### src/shared/gpc_defines.vh
`ifndef GPC_DEFINES_VH
`define GPC_DEFINES_VH

// ===========================================================
// bus geometry
`define GPC_DW            32
`define GPC_AW            8

// ===========================================================
// register byte offsets
`define GPC_OFS_OWN_TAKE  8'h00
`define GPC_OFS_OWN_GIVE  8'h04
`define GPC_OFS_OWN_STAT  8'h08
`define GPC_OFS_OE_SET    8'h10
`define GPC_OFS_OE_CLR    8'h14
`define GPC_OFS_OE_STAT   8'h18
`define GPC_OFS_OD_SET    8'h30
`define GPC_OFS_OD_CLR    8'h34
`define GPC_OFS_OD_STAT   8'h38
`define GPC_OFS_PIN_STAT  8'h3C
`define GPC_OFS_IRQ_SET   8'h40
`define GPC_OFS_IRQ_CLR   8'h44
`define GPC_OFS_IRQ_MASK  8'h48
`define GPC_OFS_CHG_STAT  8'h4C
`define GPC_OFS_CHG_CLR   8'h50

// ===========================================================
// reset values
`define GPC_RST_OWN       32'hFFFFFFFF
`define GPC_RST_ZERO      32'h00000000
`define GPC_ALL_ONES      32'hFFFFFFFF

// ===========================================================
// bus responses
`define GPC_RESP_OKAY     2'h0
`define GPC_RESP_SLVERR   2'h2

// ===========================================================
// write strobe lanes
`define GPC_NSTRB         4
`define GPC_BYTE_W        8

// ===========================================================
// pipeline fill before edges count
`define GPC_PRIME_W       3
`define GPC_PRIME_FULL    3'h7
`define GPC_PRIME_ZERO    3'h0

`endif

### src/rtl/gpc_top.v
// The AXI4-Lite register port and the register addresses are this design's own decisions.
`timescale 1ns/1ps
`default_nettype none
`include "gpc_defines.vh"

module gpc_top
(
    // clock and reset
    input  wire                   clk_sys_i,
    input  wire                   rst_n_i,
    // axi4-lite write address
    input  wire [`GPC_AW-1:0]     s_axi_awaddr_i,
    input  wire [2:0]             s_axi_awprot_i,
    input  wire                   s_axi_awvalid_i,
    output wire                   s_axi_awready_o,
    // axi4-lite write data
    input  wire [`GPC_DW-1:0]     s_axi_wdata_i,
    input  wire [3:0]             s_axi_wstrb_i,
    input  wire                   s_axi_wvalid_i,
    output wire                   s_axi_wready_o,
    // axi4-lite write response
    output wire [1:0]             s_axi_bresp_o,
    output wire                   s_axi_bvalid_o,
    input  wire                   s_axi_bready_i,
    // axi4-lite read address
    input  wire [`GPC_AW-1:0]     s_axi_araddr_i,
    input  wire [2:0]             s_axi_arprot_i,
    input  wire                   s_axi_arvalid_i,
    output wire                   s_axi_arready_o,
    // axi4-lite read data
    output wire [`GPC_DW-1:0]     s_axi_rdata_o,
    output wire [1:0]             s_axi_rresp_o,
    output wire                   s_axi_rvalid_o,
    input  wire                   s_axi_rready_i,
    // pads
    input  wire [`GPC_DW-1:0]     pad_in_i,
    output wire [`GPC_DW-1:0]     pad_out_o,
    output wire [`GPC_DW-1:0]     pad_oe_n_o,
    // shared peripheral functions
    input  wire [`GPC_DW-1:0]     periph_out_i,
    input  wire [`GPC_DW-1:0]     periph_drive_i,
    output wire [`GPC_DW-1:0]     periph_in_o,
    // interrupt
    output wire                   irq_o
);

    // ===========================================================
    // reset release
    reg                     rst_meta_r;
    reg                     rst_sync_r;
    wire                    rst_n;

    // two-stage release of the async reset
    // assert is immediate, release waits two clocks
    always @(posedge clk_sys_i or negedge rst_n_i)
    begin
        if (!rst_n_i)
        begin
            rst_meta_r <= 1'b0;
            rst_sync_r <= 1'b0;
        end
        else
        begin
            rst_meta_r <= 1'b1;
            rst_sync_r <= rst_meta_r;
        end
    end
    assign rst_n = rst_sync_r;

    // ===========================================================
    // declarations
    reg  [`GPC_DW-1:0]      own_r;      // line owned by controller
    reg  [`GPC_DW-1:0]      oe_r;       // output driver enable
    reg  [`GPC_DW-1:0]      odata_r;    // stored output data
    reg  [`GPC_DW-1:0]      imr_r;      // interrupt enables
    reg  [`GPC_DW-1:0]      chg_r;      // change status
    reg  [`GPC_DW-1:0]      pin_meta_r;
    reg  [`GPC_DW-1:0]      pin_lvl_r;
    reg  [`GPC_DW-1:0]      pin_prev_r;
    reg  [`GPC_PRIME_W-1:0] prime_r;
    reg  [`GPC_DW-1:0]      pad_out_r;
    reg  [`GPC_DW-1:0]      pad_oe_n_r;
    reg  [`GPC_DW-1:0]      periph_in_r;
    reg                     irq_r;

    reg                     awready_r;
    reg                     wready_r;
    reg                     aw_full_r;
    reg                     w_full_r;
    reg  [`GPC_AW-1:0]      waddr_r;
    reg  [`GPC_DW-1:0]      wdata_r;
    reg  [3:0]              wstrb_r;
    reg                     bvalid_r;
    reg  [1:0]              bresp_r;
    reg                     arready_r;
    reg                     rvalid_r;
    reg  [1:0]              rresp_r;
    reg  [`GPC_DW-1:0]      rdata_r;

    wire                    aw_hs;
    wire                    w_hs;
    wire                    ar_hs;
    wire                    wr_go;
    wire [`GPC_DW-1:0]      wmask;
    wire [`GPC_DW-1:0]      wone;
    wire [`GPC_DW-1:0]      edges;
    wire                    rd_chg;
    reg                     wr_hit;
    reg                     rd_hit;
    reg  [`GPC_DW-1:0]      rd_mux;

    assign aw_hs = s_axi_awvalid_i & awready_r;
    assign w_hs  = s_axi_wvalid_i & wready_r;
    assign ar_hs = s_axi_arvalid_i & arready_r;
    assign wr_go = aw_full_r & w_full_r & ~bvalid_r;

    // ===========================================================
    // byte strobes widen to bit masks
    genvar gi;
    generate
        for (gi = 0; gi < `GPC_NSTRB; gi = gi + 1)
        begin : g_strb
            assign wmask[gi*`GPC_BYTE_W +: `GPC_BYTE_W] =
                {`GPC_BYTE_W{wstrb_r[gi]}};
        end
    endgenerate
    assign wone = wdata_r & wmask;

    // ===========================================================
    // write address decode
    always @*
    begin
        case (waddr_r)
            `GPC_OFS_OWN_TAKE, `GPC_OFS_OWN_GIVE,
            `GPC_OFS_OE_SET,   `GPC_OFS_OE_CLR,
            `GPC_OFS_OD_SET,   `GPC_OFS_OD_CLR,
            `GPC_OFS_IRQ_SET,  `GPC_OFS_IRQ_CLR,
            `GPC_OFS_CHG_CLR:  wr_hit = 1'b1;
            default:           wr_hit = 1'b0;
        endcase
    end

    // ===========================================================
    // axi write channel handling
    // readies stay low until the response is taken
    always @(posedge clk_sys_i or negedge rst_n)
    begin
        if (!rst_n)
        begin
            awready_r <= 1'b1;
            wready_r  <= 1'b1;
            aw_full_r <= 1'b0;
            w_full_r  <= 1'b0;
            waddr_r   <= {`GPC_AW{1'b0}};
            wdata_r   <= `GPC_RST_ZERO;
            wstrb_r   <= {`GPC_NSTRB{1'b0}};
            bvalid_r  <= 1'b0;
            bresp_r   <= `GPC_RESP_OKAY;
        end
        else
        begin
            if (aw_hs)
            begin
                waddr_r   <= s_axi_awaddr_i;
                aw_full_r <= 1'b1;
                awready_r <= 1'b0;
            end
            if (w_hs)
            begin
                wdata_r  <= s_axi_wdata_i;
                wstrb_r  <= s_axi_wstrb_i;
                w_full_r <= 1'b1;
                wready_r <= 1'b0;
            end
            if (wr_go)
            begin
                aw_full_r <= 1'b0;
                w_full_r  <= 1'b0;
                bvalid_r  <= 1'b1;
                bresp_r   <= wr_hit ? `GPC_RESP_OKAY : `GPC_RESP_SLVERR;
            end
            else if (bvalid_r && s_axi_bready_i)
            begin
                bvalid_r  <= 1'b0;
                awready_r <= 1'b1;
                wready_r  <= 1'b1;
            end
        end
    end

    // ===========================================================
    // register state updated by writes
    always @(posedge clk_sys_i or negedge rst_n)
    begin
        if (!rst_n)
        begin
            own_r   <= `GPC_RST_OWN;
            oe_r    <= `GPC_RST_ZERO;
            odata_r <= `GPC_RST_ZERO;
            imr_r   <= `GPC_RST_ZERO;
        end
        else if (wr_go)
        begin
            case (waddr_r)
                `GPC_OFS_OWN_TAKE: own_r   <= own_r | wone;
                `GPC_OFS_OWN_GIVE: own_r   <= own_r & ~wone;
                `GPC_OFS_OE_SET:   oe_r    <= oe_r | wone;
                `GPC_OFS_OE_CLR:   oe_r    <= oe_r & ~wone;
                `GPC_OFS_OD_SET:   odata_r <= odata_r | wone;
                `GPC_OFS_OD_CLR:   odata_r <= odata_r & ~wone;
                `GPC_OFS_IRQ_SET:  imr_r   <= imr_r | wone;
                `GPC_OFS_IRQ_CLR:  imr_r   <= imr_r & ~wone;
                default:           imr_r   <= imr_r;
            endcase
        end
    end

    // ===========================================================
    // pad sampling and edge detect
    // pads are async: two flops before any reader
    always @(posedge clk_sys_i or negedge rst_n)
    begin
        if (!rst_n)
        begin
            pin_meta_r <= `GPC_RST_ZERO;
            pin_lvl_r  <= `GPC_RST_ZERO;
            pin_prev_r <= `GPC_RST_ZERO;
            prime_r    <= `GPC_PRIME_ZERO;
        end
        else
        begin
            pin_meta_r <= pad_in_i;
            pin_lvl_r  <= pin_meta_r;
            pin_prev_r <= pin_lvl_r;
            prime_r    <= {prime_r[`GPC_PRIME_W-2:0], 1'b1};
        end
    end
    // no edges until the sampling pipe holds real levels
    assign edges = (pin_lvl_r ^ pin_prev_r)
                 & {`GPC_DW{prime_r == `GPC_PRIME_FULL}};

    // ===========================================================
    // change status, set beats clear
    // an edge in the clear cycle is kept, none is lost
    assign rd_chg = ar_hs & (s_axi_araddr_i == `GPC_OFS_CHG_STAT);
    always @(posedge clk_sys_i or negedge rst_n)
    begin
        if (!rst_n)
            chg_r <= `GPC_RST_ZERO;
        else if (rd_chg)
            chg_r <= edges;
        else if (wr_go && waddr_r == `GPC_OFS_CHG_CLR)
            chg_r <= (chg_r & ~wone) | edges;
        else
            chg_r <= chg_r | edges;
    end

    // ===========================================================
    // pads, peripheral input and interrupt
    always @(posedge clk_sys_i or negedge rst_n)
    begin
        if (!rst_n)
        begin
            pad_out_r   <= `GPC_RST_ZERO;
            pad_oe_n_r  <= `GPC_ALL_ONES;
            periph_in_r <= `GPC_RST_ZERO;
            irq_r       <= 1'b0;
        end
        else
        begin
            pad_out_r   <= (own_r & odata_r)
                         | (~own_r & periph_out_i);
            pad_oe_n_r  <= ~((own_r & oe_r)
                         | (~own_r & periph_drive_i));
            periph_in_r <= ~own_r & pin_lvl_r;
            irq_r       <= |(chg_r & imr_r);
        end
    end

    // ===========================================================
    // read decode
    always @*
    begin
        rd_hit = 1'b1;
        case (s_axi_araddr_i)
            `GPC_OFS_OWN_STAT: rd_mux = own_r;
            `GPC_OFS_OE_STAT:  rd_mux = oe_r;
            `GPC_OFS_OD_STAT:  rd_mux = odata_r;
            `GPC_OFS_PIN_STAT: rd_mux = pin_lvl_r;
            `GPC_OFS_IRQ_MASK: rd_mux = imr_r;
            `GPC_OFS_CHG_STAT: rd_mux = chg_r;
            default:
            begin
                rd_mux = `GPC_RST_ZERO;
                rd_hit = 1'b0;
            end
        endcase
    end

    // ===========================================================
    // axi read channel handling
    // data latched at the address edge: old status on read clear
    always @(posedge clk_sys_i or negedge rst_n)
    begin
        if (!rst_n)
        begin
            arready_r <= 1'b1;
            rvalid_r  <= 1'b0;
            rresp_r   <= `GPC_RESP_OKAY;
            rdata_r   <= `GPC_RST_ZERO;
        end
        else if (ar_hs)
        begin
            arready_r <= 1'b0;
            rvalid_r  <= 1'b1;
            rdata_r   <= rd_mux;
            rresp_r   <= rd_hit ? `GPC_RESP_OKAY : `GPC_RESP_SLVERR;
        end
        else if (rvalid_r && s_axi_rready_i)
        begin
            rvalid_r  <= 1'b0;
            arready_r <= 1'b1;
        end
    end

    // ===========================================================
    // outputs
    assign s_axi_awready_o = awready_r;
    assign s_axi_wready_o  = wready_r;
    assign s_axi_bresp_o   = bresp_r;
    assign s_axi_bvalid_o  = bvalid_r;
    assign s_axi_arready_o = arready_r;
    assign s_axi_rdata_o   = rdata_r;
    assign s_axi_rresp_o   = rresp_r;
    assign s_axi_rvalid_o  = rvalid_r;
    assign pad_out_o       = pad_out_r;
    assign pad_oe_n_o      = pad_oe_n_r;
    assign periph_in_o     = periph_in_r;
    assign irq_o           = irq_r;

endmodule // gpc_top

`default_nettype wire

### config.mk
export PLATFORM = sky130hd
export DESIGN_NAME = gpc_top
export DESIGN_NICKNAME = d
export VERILOG_FILES = /design/src/rtl/gpc_top.v
export VERILOG_INCLUDE_DIRS = /design/src /design/src/shared
export SDC_FILE = /design/constraint.sdc
export NUM_CORES = 1
export LEC_CHECK = 0
export BUFFER_PORTS_ARGS = -buffer_cell sky130_fd_sc_hd__buf_2
export CAP_MARGIN = 20
export CORE_ASPECT_RATIO = 1.1
export CORE_MARGIN = 2
export CORE_UTILIZATION = 33
export DETAILED_ROUTE_END_ITERATION = 16
export SLEW_MARGIN = 5
export SYNTH_ARGS = -nofsm -noshare
export SYNTH_HDL_FRONTEND = slang
export SYNTH_SLANG_ARGS = --single-unit
### constraint.sdc
create_clock -name clk_sys_i -period 15.8 [get_ports clk_sys_i]
set_input_delay 3.16 -clock clk_sys_i [delete_from_list [all_inputs] [get_ports clk_sys_i]]
set_output_delay 3.16 -clock clk_sys_i [all_outputs]
set_load 0.02 [all_outputs]
# [Word-level counts from Yosys, hierarchy flattened]
# Index checks and enable logic that the tools add are counted.
[word_totals] elab_cells=121 output_inout_bits=138 latch_bits=0 register_bits=445 mem_bits_ro=0 ramBits=0 memories=0 input_bits=161
[op_classes] n_shift=0 n_lt_le_gt_ge=0 n_eq_ne=15 mul=0 muxes=27 reduce_logical=19 add_sub_neg=0 bitwise_logic=32 n_div=0
[op_table] operator="$and A32 B32 Y32" n=13
[op_table] operator="$or A32 B32 Y32" n=8
[op_table] operator="$pmux W32 S2" n=4
[op_table] operator="$pmux W32 S6" n=1
[op_table] operator="$not A32 Y32" n=3
[op_table] operator="$mux W32" n=2
[op_table] operator="$eq A8 B7 Y1 const B" n=5
[op_table] operator="$eq A8 B6 Y1 const B" n=4
[op_table] operator="$reduce_or A32 Y1" n=1
[op_table] operator="$xor A32 B32 Y32" n=1
[op_table] operator="$eq A8 B5 Y1 const B" n=3
[op_table] operator="$mux W1" n=18
[op_table] operator="$reduce_bool A2 Y1" n=8
[op_table] operator="$reduce_or A9 Y1" n=1
[op_table] operator="$eq A8 B3 Y1 const B" n=1
[op_table] operator="$eq A8 B4 Y1 const B" n=1
[op_table] operator="$logic_not A8 Y1" n=1
[op_table] operator="$reduce_and A2 Y1" n=4
[op_table] operator="$and A1 B1 Y1" n=6
[op_table] operator="$reduce_or A6 Y1" n=1
[op_table] operator="$mux W2" n=2
[op_table] operator="$eq A3 B3 Y1 const B" n=1
[op_table] operator="$logic_and A1 B1 Y1" n=3
[op_table] operator="$not A1 Y1" n=1

# [Logic depth before layout (Yosys ltp)]
# Gate-level depths: netlist (run 1).
[depth] depth_word=6 mapped_depth=6 mapped_depth_nobuf=3

# [Worst setup path before layout (run 1)]
# Ideal clock, no wire load.
[synth_timing] path_kind="input to register" start="input port s_axi_araddr_i[4]" end="register rdata_r[10] (netlist: s_axi_rdata_o[10])" path_buffers=3 setup_time_ps=87 setup_slack_ps=11238 required_ps=15713 path_stages=6 t_arrival_ps=4475 cell_sequence="clkbuf_1 > or4b_1 > clkbuf_1 > buf_2 > o22a_1 > o211ai_1"
[synth_between] elab_chain_len=2 elab_cells_between_ends=7 classes_between="6 x eq/ne; 1 x mux"
[synth_rtl] element="start, declared" line_no="gpc_top.v:26" rtl="input wire [`GPC_AW-1:0] s_axi_araddr_i,"
[synth_rtl] element="$eq A8 B7 Y1 (tied with other cells)" line_no="gpc_top.v:285" rtl="case (s_axi_araddr_i)"
[synth_rtl] element="$pmux W32 S6 (*)" line_no="gpc_top.v:285"
[synth_rtl] element="end signal, assigned" line_no="gpc_top.v:310" rtl="rdata_r <= `GPC_RST_ZERO;"
[synth_rtl] element="end signal, assigned" line_no="gpc_top.v:316" rtl="rdata_r <= rd_mux;"
[synth_rtl] element="end, declared" line_no="gpc_top.v:98" rtl="reg [`GPC_DW-1:0] rdata_r;"
# Mark *: on every way between the ends. The rest lies on a longest branch, timed or not.
# A chain may end at the register's enable or synchronous reset.

# [Worst setup path in the final report (run 1)]
[layout_timing] start="input port s_axi_araddr_i[2]" end="register rdata_r[2] (netlist: s_axi_rdata_o[2])"
# Same word-level chain as after synthesis.

==> metrics.csv, run 1 <==
metric,value,unit
status,finished clean,
synth_edf_count,0,
ys_top_cells_by_area,"dfrtp_1 (50%), dfstp_2 (9.4%), mux2i_1 (6.9%)",
setup_viol,0,
clk_path_buf_depth,3,
grt_max_degree,173,
clock_sinks,443,
cts_hold_buf,0,
htreeDepth,2,
power.density,144,nW/um2
final_nets,1854,
dp.cells,2387,
antenna_left,0,
fp.dieW,231,um
period_minus_slack,4650,ps
fmax,215,MHz
clk_pin_slew,60,ps
viasPerCell,5.61,
drt-total-wl,61400,um
leakagePower,10.4,nW
fin_ws,11150,ps
syn_avg_cell_area,12.9,um2
pre_cts_ws,10630,ps
cp_common_cell,buf_4,
crit_type,in2reg,
coreArea,56100,um2
drc,0,
hp-start,pin_meta_r[0],
fin_setup_tns,0,ps
peakVddDrop,0.0903,mV
synth_top_area_share,50.1,%
grt.total_usage,20.6,%
drt_pass1_iterations,5,
yosysUniqueCellTypes,45,
comb_power_share,20.0,%
grt_pass1_vias,14300,
ys.flop_type,dfrtp_1,
r2r_setup_slack,12660,ps
power.total,3.25,mW
tightest_slew,1160,ps
cp-start-kind,input pin,
slew_headroom,22.6,%
cp_slowest_cell,buf_4,
intPower,2.17,mW
wl_per_cell,24.8,um
cts_setup_buffers,0,
yosys.area.top_type,dfrtp_1,
dieArea,58800,um2
ios,299,
slowest_delay,700,ps
worstHoldPathCells,0,
whs,346,ps
r2r_cells,4,
seq_power_share,43.7,%
synth_cells,1458,
grt-ovfl-total,0,
p_sw_share,33.2,%
cts_tree,done,
row_count,91,
fin_util,40.2,%
r2r-start,waddr_r[1],
cp-end-kind,flop,
drtIter0Drc,1062,
p_switching,1.08,mW
dp_hpwl,36900,um
ys_warn_count,0,
synthArstFlopShare,100,%
vias,13900,
rsz0062_at_grt,false,
finalCritPeriodShare,29.4,%
cap_violations,0,
post_dp_cell_area,20900,um2
fin_area,22500,um2
grt_pass1_wl,90500,um
cp.arrival,5070,ps
areaGrowthSynthToFinish,20.1,%
cts_buffers,48,
place_congestion,0.755,
synth.ff_latch_count,443,
synth_seq_area_share,59.5,%
critPathMaxFanout,34,
cp_cell_sequence,"buf_4, buf_4, mux2i_1, o22a_1, o211ai_1",
cts_resized,0,
antenna_found_initial,2,
cts-root-buf,clkbuf_16,
final_layout_size_suffix_gt1_share,34.0,%
finalHoldViolCount,0,
initial_core_util,33.4,%
die_h,254,um
skew,11.6,ps
holdPathEnd,pin_lvl_r[0],
cp_data_required_time,16220,ps
power_frac_clock,36.3,%
portBuffers,290,
clkLatencyLatePin,580,ps
netlist_area,18800,um2
final_cell_count_no_fill,2474,
drv_slew,0,
hold_path.class,reg2reg,
## placed cells by master, fill, tap and decap left out, types with 5 or more instances in the layout
cell	count
dfrtp_1	374
buf_2	289
mux2i_1	129
mux2_2	108
nand4_1	101
o41ai_1	96
o31ai_1	96
nand2_1	67
dfstp_2	67
clkbuf_16	49
inv_1	38
nor2b_1	33
and2_1	32
xor2_1	32
a32o_1	32
o22a_1	32
o211ai_1	32
buf_4	23
a22oi_1	16
clkbuf_8	15
clkbuf_1	10
o21ai_0	6
clkinv_2	6
bufinv_16	5
## worst max-delay path by stage
| stage | to | startpoint | slack [ps] | cells after the start |
|---|---|---|---|---|
| after floorplan | asynchronous set/reset pin | rst_n | 2660 | 0 |
| after global routing | s_axi_rdata_o[5] | s_axi_araddr_i[2] | 11140 | 5 |
| after CTS | s_axi_rresp_o[1] | s_axi_araddr_i[1] | 11240 | 7 |
| after detailed placement | s_axi_rresp_o[1] | s_axi_araddr_i[1] | 10630 | 7 |
| final | s_axi_rdata_o[2] | s_axi_araddr_i[2] | 11150 | 5 |
| after global placement | s_axi_rresp_o[1] | s_axi_araddr_i[1] | 10610 | 7 |
## worst max-delay path, delay by kind of cell
kind	cells	cell delay, ps
buffers and inverters	2	1180
muxes	1	310
AOI/OAI and AO/OA	2	240
## cell usage after synthesis, types with 4 or more instances
library cell    n
mux2_2        108
o22a_1         32
a22oi_1        16
and2_1         33
o211ai_1       32
xor2_1         32
buf_2          15
a32o_1         32
nand2_1        70
mux2i_1       129
o41ai_1        96
o21ai_0         6
nand4_1       101
nor2b_1        33
buf_6           9
o31ai_1        96
dfrtp_1       376
inv_1          38
buf_1           4
or3_1           4
clkbuf_1      100
dfstp_2        67
## metal layers
| metal | track usage [%] | share of wire [%] | vias to the layer above |
|---|---|---|---|
| li1 | - | - | 6000 |
| met1 | 27.8 | 42 | 7042 |
| met2 | 32.4 | 46 | 661 |
| met3 | 4.04 | 8.2 | 169 |
| met4 | 8.29 | 3.9 | 2 |
| met5 | 0 | 0.021 | - |
## layout make-up
type | instances | area, um2
sequential | 443 | 11200
clock inverter | 12 | 189
fill | 5318 | 33600
timing repair buffer | 314 | 1670
tap | 744 | 931
antenna | 1 | 2.50
multi-input combinational | 848 | 6960
inverter | 38 | 143
clock buffer | 74 | 1470
## power groups by stage
stage / sequential (mW) / clock [mW] / combinational [mW]
after global routing: 1.44 / 1.25 / 0.686
after detailed placement: 1.44 / 0 / 0.640
after global placement: 1.43 / 0 / 0.619
after CTS: 1.42 / 1.20 / 0.641
final: 1.42 / 1.18 / 0.649
after floorplan: 1.38 / 0 / 0.401
## cells by family (layout without fill, tap and decap cells)
kind of cell	after synthesis	count (layout)	synth area share, %
AO/OA/AOI/OAI	316	316	13.9
buffers and inverters	169	438	3.89
AND/OR/NAND/NOR	259	259	7.85
other	2	5	0.0400
flip-flops	443	443	59.5
multiplexers	237	237	13.4
XOR/XNOR	32	32	1.49
No activity file was read; power rests on OpenSTA's default activity.
==> run 2, diff against run 1 <==
==> constraint.sdc (replaced) <==
create_clock -name clk_sys_i -period 4.8 [get_ports clk_sys_i]
set_input_delay 0.96 -clock clk_sys_i [delete_from_list [all_inputs] [get_ports clk_sys_i]]
set_output_delay 0.96 -clock clk_sys_i [all_outputs]
set_load 0.02 [all_outputs]
==> metrics.csv, run 2 (synthesis results as in run 1) <==
metric,value,unit
crit_type,reg2reg,
cts_hold_buf,0,
viasPerCell,5.52,
fin_setup_tns,0,ps
p_switching,3.54,mW
grt-ovfl-total,0,
skew,27.4,ps
grt.total_usage,20.0,%
final_cell_mix,"dfrtp_1 (374), buf_2 (289), mux2i_1 (129), mux2_2 (108), nand4_1 (101)",
clock_sinks,443,
cap_violations,0,
cp_data_required_time,5270,ps
drtIter0Drc,1289,
peakVddDrop,0.368,mV
antenna_cells,0,
power_frac_clock,38.2,%
drv_slew,0,
grt_max_degree,135,
finalCritPeriodShare,64.5,%
coreArea,56100,um2
cts_resized,0,
p_sw_share,32.4,%
cp_slowest_cell,or4_2,
status,finished clean,
slowest_delay,1110,ps
ios,299,
intPower,7.38,mW
pre_cts_ws,1750,ps
hold_path.class,in2async,
leakagePower,10.5,nW
clk_pin_slew,60,ps
drc,0,
power.density,480,nW/um2
cts_buffers,49,
wl_per_cell,23.9,um
drt-total-wl,59400,um
place_congestion,0.770,
grt_pass1_wl,89100,um
die_h,254,um
portBuffers,290,
grt_pass1_vias,14300,
final_common_cell,dfrtp_1,
cts_tree,done,
cp_cell_sequence,"or4_2, or3_2, o31ai_1",
row_count,91,
period_minus_slack,3100,ps
critPathMaxFanout,32,
fin_ws,1700,ps
comb_power_share,19.1,%
cp-end-kind,flop,
final_layout_size_suffix_gt1_share,34.5,%
final_nets,1859,
fmax,323,MHz
fin_area,22700,um2
dieArea,58800,um2
cts-root-buf,clkbuf_16,
clk_path_buf_depth,3,
vias,13700,
n_fill_cell,5328,
fp.dieW,231,um
cp_top_family,simple AND/OR/NAND/NOR gates,
slew_headroom,26.7,%
finalHoldViolCount,0,
cp-start-kind,flop,
cts_setup_buffers,0,
antenna_left,0,
setup_viol,0,
post_dp_cell_area,20900,um2
worst-path-buf-inv,0,
htreeDepth,2,
initial_core_util,33.4,%
rsz0062_at_grt,false,
dp_hpwl,37400,um
drt_pass1_iterations,6,
antenna_found_initial,1,
seq_power_share,42.7,%
tightest_slew,1100,ps
areaGrowthSynthToFinish,21.2,%
cp.arrival,3570,ps
clkLatencyLatePin,590,ps
==> run 2: cell types whose count changed in the layout (fill, tap and decap cells not counted), sizes merged <==
cell | before | now
buf | 314 | 318
bufinv | 5 | 10
clkbuf | 74 | 67
clkinv | 7 | 10
clkinvlp | 0 | 4
diode | 1 | 0
==> run 2: stage by stage <==
| step | utilization (%) | total power, mW | hold WS [ps] | cells |
|---|---|---|---|---|
| after global routing | 40.5 | 11.4 | 125 | 2482 |
| after global placement | 37.2 | 6.69 | 332 | 2389 |
| after floorplan | - | 5.88 | 331 | 1460 |
| after detailed placement | 37.2 | 6.75 | 335 | 2389 |
| final | 40.5 | 10.9 | 157 | 2482 |
| after CTS | 40.4 | 11.0 | 121 | 2480 |
==> run 2: path summary, 6_finish.rpt <==
check	startpoint	to	slack [ps]	depth (start not counted)
worst max-delay path	waddr_r[1]	flop	1700	3
worst min-delay path	rst_n_i	rst_meta_r	160	1
worst max register to register	waddr_r[1]	flop	1700	3
worst min register to register	rst_n	pad_out_o[16]	330	0
max in group asynchronous	rst_n	waddr_r[2]	3200	3
min in group clk_sys_i	pin_meta_r[21]	pin_lvl_r[21]	340	0
==> run 2: final cells by class <==
| cell class | count | area (um2) | share of cell area (%) |
|---|---|---|---|
| clock buffer | 67 | 1420 | 6.22 |
| multi-input combinational | 848 | 6960 | 30.6 |
| timing repair buffer | 318 | 1720 | 7.57 |
| sequential | 443 | 11200 | 49.1 |
| clock inverter | 24 | 395 | 1.74 |
| tap | 744 | 931 | 4.09 |
| inverter | 38 | 143 | 0.627 |
==> run 2: routing by layer <==
metal | up-vias | routed length (um) | part of all wire (%) | global-route usage (%)
met1 | 6941 | 24900 | 42 | 26.4
met3 | 114 | 4840 | 8.2 | 4.60
li1 | 6013 | - | - | -
met5 | - | 11 | 0.019 | 0
met4 | 2 | 1650 | 2.8 | 7.10
met2 | 627 | 28000 | 47 | 32.1
==> run 2: power groups by stage <==
stage / combinational, mW / sequential (mW) / clock [mW]
floorplan: 1.32 / 4.56 / 0
global placement: 1.98 / 4.71 / 0
global route: 2.22 / 4.73 / 4.41
CTS: 2.03 / 4.67 / 4.27
detailed placement: 2.02 / 4.73 / 0
finish: 2.08 / 4.66 / 4.17
